<file path="config.mk">
export PLATFORM = sky130hd
export DESIGN_NAME = sstx_top
export DESIGN_NICKNAME = d
export VERILOG_FILES = /design/src/verilog/sstx_pkg.sv /design/src/verilog/sstx_fifo.sv /design/src/verilog/sstx_sync.sv /design/src/verilog/sstx_top.sv
export VERILOG_INCLUDE_DIRS = /design/src /design/src/verilog
export SDC_FILE = /design/constraint.sdc
export NUM_CORES = 1
export LEC_CHECK = 0
export ABC_AREA = 1
export BUFFER_PORTS_ARGS = -buffer_cell sky130_fd_sc_hd__buf_2
export CORE_MARGIN = 4
export CORE_UTILIZATION = 49
export DETAILED_ROUTE_END_ITERATION = 7
export PLACE_DENSITY = 0.75
export SLEW_MARGIN = 30
export SYNTH_ARGS = -nofsm -noshare
export SYNTH_HDL_FRONTEND = slang
export SYNTH_HIERARCHICAL = 1
export SYNTH_SLANG_ARGS = --single-unit
</file>
<file path="constraint.sdc">
create_clock -name clk -period 3.8 [get_ports clk]
set_input_delay 0 -clock clk [delete_from_list [all_inputs] [get_ports clk]]
set_output_delay 0 -clock clk [all_outputs]
set_load 0.02 [all_outputs]
</file>
<file path="src/verilog/sstx_defs.svh">
// constants for the source-synchronous transmit output stage
// assumes one 100 MHz clock; one clk cycle is one quarter of a forwarded clock period
`ifndef SSTX_DEFS_SVH
`define SSTX_DEFS_SVH

`define SSTX_CLK_MHZ 100
`define SSTX_SDR_MAX_MHZ 300
// ticks per edge clock period and per forwarded-clock quarter (90 degrees)
`define SSTX_TICKS_PER_FAST_EDGE_CLOCK 4
`define SSTX_QUAD_TICKS 3'h1
`define SSTX_LAST_X1 3'h3
`define SSTX_LAST_X2 3'h7
`define SSTX_FWD_FIRST 1'b1
`define SSTX_FWD_SECOND 1'b0
`define SSTX_WORD_W 4
`define SSTX_FIFO_DEPTH 8
`define SSTX_DEL_W 3
`define SSTX_STATIC_DEL 3'h3
`define SSTX_DYN_DEL_RST 3'h0
`define SSTX_WORD_RST 4'h0
`define SSTX_STOP_NS 40
`define SSTX_STOP_CYC ((`SSTX_STOP_NS * `SSTX_CLK_MHZ + 999) / 1000)
`define SSTX_REL_NS 30
`define SSTX_REL_CYC ((`SSTX_REL_NS * `SSTX_CLK_MHZ + 999) / 1000)
`define SSTX_CNT_W 4

`endif

</file>
<file path="src/verilog/sstx_pkg.sv">
// types shared by the transmit stage modules
// assumes sstx_defs.svh sits on the include path
`include "sstx_defs.svh"

package sstx_pkg;
	typedef enum logic [2:0] {
		SSTX_SDR,
		SSTX_DDR1_ALIGNED,
		SSTX_DDR1_CENTRED,
		SSTX_DDR2_ALIGNED,
		SSTX_DDR2_CENTRED
	} sstx_mode_t;

	typedef enum logic [1:0] {
		SSTX_DEL_BYPASS,
		SSTX_DEL_STATIC,
		SSTX_DEL_DYNAMIC
	} sstx_del_sel_t;

	typedef enum logic {
		SSTX_KIND_DEFAULT,
		SSTX_KIND_CUSTOM
	} sstx_del_kind_t;

	typedef enum logic [1:0] {
		SSTX_SY_STOP,
		SSTX_SY_RELEASE,
		SSTX_SY_RUN
	} sstx_sync_st_t;
endpackage

</file>
<file path="src/verilog/sstx_fifo.sv">
// word FIFO between the core source and the serializer
// assumes one clock; storage is flip-flops indexed by pointer
module sstx_fifo #(
	parameter int W = 4,
	parameter int D = 8
) (
	input wire logic clk,
	input wire logic srst,
	input wire logic ce,
	input wire logic in_valid,
	output logic in_ready,
	input wire logic [W-1:0] in_data,
	output logic out_valid,
	input wire logic out_ready,
	output logic [W-1:0] out_data
);
	import sstx_pkg::*;

	localparam int AW = $clog2(D);

	logic [W-1:0] mem_ff [D];
	logic [AW:0] wr_ff;
	logic [AW:0] rd_ff;
	wire full = (wr_ff[AW] != rd_ff[AW]) && (wr_ff[AW-1:0] == rd_ff[AW-1:0]);
	wire empty = (wr_ff == rd_ff);
	wire do_wr = ce && in_valid && !full;
	wire do_rd = ce && out_ready && !empty;

	assign in_ready = !full;
	assign out_valid = !empty;
	assign out_data = mem_ff[rd_ff[AW-1:0]];

	always_ff @(posedge clk) begin
		if (do_wr) begin
			mem_ff[wr_ff[AW-1:0]] <= in_data;
		end
	end

	always_ff @(posedge clk or posedge srst) begin
		if (srst) begin
			wr_ff <= '0;
			rd_ff <= '0;
		end else begin
			if (do_wr) begin
				wr_ff <= wr_ff + 1'b1;
			end
			if (do_rd) begin
				rd_ff <= rd_ff + 1'b1;
			end
		end
	end
endmodule

</file>
<file path="src/verilog/sstx_sync.sv">
// startup sequencer: holds the edge clock gate stopped, releases the
// serializer and divider resets, then opens the gate
// assumes restart is a one-cycle pulse from the top
`include "sstx_defs.svh"
module sstx_sync (
	input wire logic clk,
	input wire logic srst,
	input wire logic ce,
	input wire logic restart,
	output logic gate_stop,
	output logic ser_rst,
	output logic ready
);
	import sstx_pkg::*;

	sstx_sync_st_t st_ff;
	sstx_sync_st_t nxt_st;
	logic [`SSTX_CNT_W-1:0] cnt_ff;
	logic [`SSTX_CNT_W-1:0] nxt_cnt;

	localparam logic [`SSTX_CNT_W-1:0] STOP_LAST = `SSTX_CNT_W'(`SSTX_STOP_CYC - 1);
	localparam logic [`SSTX_CNT_W-1:0] REL_LAST = `SSTX_CNT_W'(`SSTX_REL_CYC - 1);

	// resets drop only while the gate is stopped, so no edge reaches a half-reset divider
	assign gate_stop = (st_ff != SSTX_SY_RUN);
	assign ser_rst = (st_ff == SSTX_SY_STOP);
	assign ready = (st_ff == SSTX_SY_RUN);

	always_comb begin
		nxt_st = st_ff;
		nxt_cnt = cnt_ff + 1'b1;
		unique case (st_ff)
			SSTX_SY_STOP: begin
				if (cnt_ff == STOP_LAST) begin
					nxt_st = SSTX_SY_RELEASE;
					nxt_cnt = '0;
				end
			end
			SSTX_SY_RELEASE: begin
				if (cnt_ff == REL_LAST) begin
					nxt_st = SSTX_SY_RUN;
					nxt_cnt = '0;
				end
			end
			SSTX_SY_RUN: begin
				nxt_cnt = '0;
			end
		endcase
		if (restart) begin
			nxt_st = SSTX_SY_STOP;
			nxt_cnt = '0;
		end
	end

	always_ff @(posedge clk or posedge srst) begin
		if (srst) begin
			st_ff <= SSTX_SY_STOP;
			cnt_ff <= '0;
		end else if (ce) begin
			st_ff <= nxt_st;
			cnt_ff <= nxt_cnt;
		end
	end
endmodule

</file>
<file path="src/verilog/sstx_top.sv">
// source-synchronous transmit output stage: sdr, ddr 1:1 and ddr 2:1,
// edge-aligned or centred forwarded clock, optional data delay and tri-state
// assumes clk is a tick clock four times the edge clock; pins are sampled per tick
`include "sstx_defs.svh"
module sstx_top (
	input wire logic clk,
	input wire logic srst,
	input wire logic ce,
	input wire sstx_pkg::sstx_mode_t mode,
	input wire sstx_pkg::sstx_del_sel_t del_sel,
	input wire logic dyn_del_load,
	input wire logic [`SSTX_DEL_W-1:0] dyn_del_val,
	input wire logic outen_n,
	input wire logic in_valid,
	output logic in_ready,
	input wire logic [`SSTX_WORD_W-1:0] in_data,
	output logic data_o,
	output logic data_oe,
	output logic fclk_o,
	output logic fclk_oe,
	output logic sclk_o,
	output logic fast_edge_clock_o,
	output sstx_pkg::sstx_del_kind_t delay_kind_attr,
	output logic [`SSTX_DEL_W-1:0] del_tap_o,
	output logic tx_ready,
	output logic underrun,
	output logic rate_ok
);
	import sstx_pkg::*;

	// ------------------------------------------------------------
	// mode decode
	// ------------------------------------------------------------
	function automatic logic is_x2(input sstx_mode_t m);
		return (m == SSTX_DDR2_ALIGNED) || (m == SSTX_DDR2_CENTRED);
	endfunction

	function automatic logic is_centred(input sstx_mode_t m);
		return (m == SSTX_DDR1_CENTRED) || (m == SSTX_DDR2_CENTRED);
	endfunction

	// sdr forwarded rate is one bit per edge clock period
	localparam int FWD_MHZ = `SSTX_CLK_MHZ / `SSTX_TICKS_PER_FAST_EDGE_CLOCK;
	assign rate_ok = (FWD_MHZ <= `SSTX_SDR_MAX_MHZ);

	sstx_mode_t mode_ff;
	wire mode_chg = (mode != mode_ff);
	wire gear_x2 = is_x2(mode_ff);
	wire centred = is_centred(mode_ff);
	wire sdr = (mode_ff == SSTX_SDR);

	// ------------------------------------------------------------
	// startup sequencing and clocks
	// ------------------------------------------------------------
	logic gate_stop;
	logic ser_rst;

	sstx_sync u_sync (
		.clk(clk),
		.srst(srst),
		.ce(ce),
		.restart(mode_chg),
		.gate_stop(gate_stop),
		.ser_rst(ser_rst),
		.ready(tx_ready)
	);

	logic [2:0] tick_ff;
	wire [2:0] tick_last = gear_x2 ? `SSTX_LAST_X2 : `SSTX_LAST_X1;
	wire word_end = (tick_ff == tick_last);
	// tick only advances while the gate is open: the gated fast edge clock
	wire [2:0] nxt_tick = ser_rst ? 3'h0 : gate_stop ? tick_ff : word_end ? 3'h0 : tick_ff + 3'h1;
	wire fast_edge_clock_lvl = !gate_stop && !tick_ff[1];
	// slow clock is the edge clock divided by two in 2:1 gearing
	wire sclk_lvl = gear_x2 ? (!gate_stop && !tick_ff[2]) : fast_edge_clock_lvl;

	// ------------------------------------------------------------
	// word capture and bit slot select
	// ------------------------------------------------------------
	logic fifo_valid;
	logic [`SSTX_WORD_W-1:0] fifo_data;
	wire load = tx_ready && word_end;

	sstx_fifo #(
		.W(`SSTX_WORD_W),
		.D(`SSTX_FIFO_DEPTH)
	) u_fifo (
		.clk(clk),
		.srst(srst),
		.ce(ce),
		.in_valid(in_valid),
		.in_ready(in_ready),
		.in_data(in_data),
		.out_valid(fifo_valid),
		.out_ready(load),
		.out_data(fifo_data)
	);

	// word register on the slow clock rising edge; empty FIFO sends zeros
	logic [`SSTX_WORD_W-1:0] word_ff;
	wire [`SSTX_WORD_W-1:0] nxt_word = fifo_valid ? fifo_data : `SSTX_WORD_RST;

	// sdr: one bit per word; ddr 1:1: two slots; ddr 2:1: four slots, lsb first
	wire [1:0] slot = sdr ? 2'h0 : gear_x2 ? tick_ff[2:1] : {1'b0, tick_ff[1]};
	wire bit_now = word_ff[slot];

	// ------------------------------------------------------------
	// forwarded clock
	// ------------------------------------------------------------
	// centred modes read the reference one quarter period late
	wire [2:0] fwd_tick = centred ? tick_ff - `SSTX_QUAD_TICKS : tick_ff;
	wire fwd_first_slot = !fwd_tick[1];
	// 1:1 ddr element with constant one then zero reproduces its clock
	wire fwd_src = gate_stop ? `SSTX_FWD_SECOND : fwd_first_slot ? `SSTX_FWD_FIRST : `SSTX_FWD_SECOND;

	// ------------------------------------------------------------
	// data delay
	// ------------------------------------------------------------
	logic [`SSTX_DEL_W-1:0] dyn_del_ff;
	logic [(1 << `SSTX_DEL_W)-1:0] dl_ff;
	// dynamic value overrides the configured default at run time
	wire [`SSTX_DEL_W-1:0] tap = (del_sel == SSTX_DEL_STATIC) ? `SSTX_STATIC_DEL :
		(del_sel == SSTX_DEL_DYNAMIC) ? dyn_del_ff : '0;
	assign delay_kind_attr = (del_sel == SSTX_DEL_BYPASS) ? SSTX_KIND_DEFAULT : SSTX_KIND_CUSTOM;
	assign del_tap_o = tap;

	// clock path gets the same one-tick register as data tap zero, keeping alignment
	logic fclk_ff;
	logic oen_ff;
	logic under_ff;
	logic sclk_ff;
	logic fast_edge_clock_ff;

	// ------------------------------------------------------------
	// registers
	// ------------------------------------------------------------
	always_ff @(posedge clk or posedge srst) begin
		if (srst) begin
			mode_ff <= SSTX_SDR;
			tick_ff <= 3'h0;
		end else if (ce) begin
			mode_ff <= mode;
			tick_ff <= nxt_tick;
		end
	end

	// output registers clear as soon as reset rises
	always_ff @(posedge clk or posedge srst) begin
		if (srst) begin
			word_ff <= `SSTX_WORD_RST;
			dl_ff <= '0;
			fclk_ff <= 1'b0;
			oen_ff <= 1'b0;
		end else if (ce) begin
			if (load) begin
				word_ff <= nxt_word;
			end
			dl_ff <= {dl_ff[(1 << `SSTX_DEL_W)-2:0], bit_now};
			fclk_ff <= fwd_src;
			oen_ff <= outen_n;
		end
	end

	always_ff @(posedge clk or posedge srst) begin
		if (srst) begin
			dyn_del_ff <= `SSTX_DYN_DEL_RST;
			under_ff <= 1'b0;
			sclk_ff <= 1'b0;
			fast_edge_clock_ff <= 1'b0;
		end else if (ce) begin
			if (dyn_del_load) begin
				dyn_del_ff <= dyn_del_val;
			end
			under_ff <= load && !fifo_valid;
			sclk_ff <= sclk_lvl;
			fast_edge_clock_ff <= fast_edge_clock_lvl;
		end
	end

	// ------------------------------------------------------------
	// pins
	// ------------------------------------------------------------
	assign data_o = dl_ff[tap];
	// registered enable floats both pins together
	assign data_oe = !oen_ff;
	assign fclk_o = fclk_ff;
	assign fclk_oe = !oen_ff;
	assign sclk_o = sclk_ff;
	assign fast_edge_clock_o = fast_edge_clock_ff;
	assign underrun = under_ff;
endmodule

</file>
==> metrics.txt <==
dominant cell type by area after synthesis dfrtp_1; Root Driver clkbuf_8; worst stage delay on the critical path 0.71 ns; slowest CP cell dfrtp_1; WP data arrival 2.33 ns; Rel. slew slack 59.9%; Hold WS 0.0495 ns; die width 94.6 um; period utilization 60.7%; flop-to-flop setup slack 1.49 ns; GR Util All Layers 17.4%; Avg WL per Cell 12.7 um; ANT nets after route 0; clock tree from TritonCTS built; fin crit period 2.31 ns; Port Buffers 30; Tot Pwr 1.88 mW; placeable core region 7290 um2; GPL Wtd Cong 0.884; DRT Pass-1 Iters 4; Max Clock Skew 0.00689 ns; vias in the first global route 2,655; WP data required 3.82 ns; DRC Markers 0; pin count of the biggest net entering global routing 35; number of synthesized register bits 72; post-DP HPWL 5.10 mm; critical path capture point type flip-flop; Synth top cells by count nand2_1 (101), dfrtp_1 (40), inv_1 (39), nand3_1 (33), nor2_1 (33); num rows 31; Fin. Hold Viols 0; first-pass GRT wire length 11.9 mm; die area 8950 um2; Via Count 2,752; Antenna Cells 0; Yosys top cell area share 27.2%; area grow syn2layout 14.3%; status finished, final reports clean; initial core utilization 50.4%; Yosys cell types 37; startpoint types flip-flop; Finished Layout Cells 552; largest cells by area after synthesis dfrtp_1 (27%), edfxtp_1 (26%), nand2_1 (10%); gr ovfl total 0; Yosys warnings 6; Placed Cells 524; Longest Clk Path Bufs 2; initial drt markers 195; Total Neg Setup Slack 0 ns; Post-Syn Area per Cell 9.06 um2; Chip Height 94.6 um; Worst Path Max Fanout 21; actual slew at the worst max-slew pin 0.601 ns; top-count cell post-synth nand2_1; final setup fails 0; sequential area share after synthesis 53.4%; CP Class flip-flop to flip-flop; max_cap viols 0; fin worst setup slack 1.49 ns; IO Pins 32; pwr dens 447 nW/um2; worst path cell trace inv_1 -> nand2_1 -> nand2_2 -> nand4_4 -> nand3_2 -> nor2_1; syn_nets 433; layout cell share with drive strength beyond 1 19.0%; share of synthesized registers carrying an async set or reset 55.6%; peak supply drop 0.278 mV; post-synthesis instance area 3680 um2; Synth Flop Type dfrtp_1; DP Worst Slack 1.58 ns; EDFF count, synth 32; RSZ-0062 raised after global routing no; CTS H-tree lvls 3; cell leakage power 1.93 nW; Avg Vias per Cell 4.99; CTS Buf Count 9; Max Clk Rate 434 MHz; worst skew pair latency 0.35 ns; Hold WC Path Type input port to flip-flop; Final #Nets 475; total wire length 6.99 mm; Reg clk slew, reported paths 0.08 ns; initial antenna violation count 0; Final Slew Violations 0; Sink Count 72; cells after synthesis 406
==> worst max-delay path, delay by kind of cell (launching register included) <==
family | cells | cell delay, ns
buffers and inverters | 1 | 0.39
DFF | 1 | 0.71
and+or+nand+nor | 5 | 0.87
==> logic make-up (layout without fill, tap and decap cells) <==
logic type / count (synthesis) / in the layout / synth area share, %
AO/OA/AOI/OAI: 57 / 57 / 8.98
XOR/XNOR: 7 / 7 / 1.67
adder cells (fa/ha/maj): 9 / 9 / 3.06
buffers and inverters: 64 / 111 / 7.76
flip-flops: 72 / 72 / 53.4
multiplexers: 3 / 3 / 0.919
other: 1 / 1 / 0.102
AND/OR/NAND/NOR: 193 / 193 / 24.2
==> state kept, by name (all words and copies together) (netlist names), 4 cells and up <==
register       flops
u_fifo/wr_ff       4
u_fifo/rd_ff       4
dl_ff              8
word_ff            4
u_fifo/mem_ff     32
u_sync/cnt_ff      4
==> where the power goes <==
group	leakage, nW	internal, mW	switching [mW]	total (mW)
clock network	0.107	0.317	0.306	0.622
logic	1.03	0.110	0.220	0.330
registers	0.794	0.875	0.0522	0.927
==> stage by stage <==
stage | utilization, % | cell area [um2]
2_1_floorplan | - | 3680
3_3_place_gp | 53.1 | 3870
3_5_place_dp | 53.1 | 3870
4_1_cts | 57.6 | 4200
5_1_grt | 57.6 | 4200
6_report | 57.6 | 4200
==> cell type report <==
class | count | area (um2)
Fill cell | 635 | 3090
Sequential cell | 72 | 1960
Multi-Input combinational cell | 270 | 1430
Timing Repair Buffer | 42 | 270
Inverter | 53 | 208
Clock buffer | 9 | 124
Tap cell | 99 | 124
Clock inverter | 7 | 85.1
==> routing by layer <==
metal	wire, um	track usage (%)
met1	3220	21.9
met2	3330	27.8
met3	304	4.30
met4	137	8.65
met5	0	0
==> cell usage in the layout, fill, tap and decap left out, drive strengths merged, types with 2 or more instances in the layout <==
| cell type | instances |
|---|---|
| dlygate4sd3 | 12 |
| nand3 | 35 |
| ha | 9 |
| mux2 | 3 |
| dfrtp | 40 |
| nand4 | 5 |
| nor2 | 37 |
| o22ai | 9 |
| clkbuf | 9 |
| a21oi | 5 |
| xnor2 | 4 |
| inv | 53 |
| nand2 | 114 |
| buf | 30 |
| xor2 | 3 |
| o31ai | 2 |
| edfxtp | 32 |
| clkinv | 6 |
| o21ai | 40 |
==> repair_timing <==
action	4_1_cts	5_1_grt
endpoints found under the hold margin	79	0
gates resized for setup	0	0
hold buffers	12	0
setup endpoints to repair	0	0
buffers inserted	0	0
==> path summary, 6_finish.rpt <==
kind,cells after the start,start,to
worst max-delay path,6,u_fifo/rd_ff[0],u_fifo/mem_ff[6][3]
worst min-delay path,3,dyn_del_load,dyn_del_ff[2]
worst max register to register,6,u_fifo/rd_ff[0],u_fifo/mem_ff[6][3]
worst min register to register,2,sclk_o,sclk_o
max in group asynchronous,3,srst,fclk_o
min in group asynchronous,3,srst,u_sync/st_ff[0]
(Power assumes the default switching activity.)
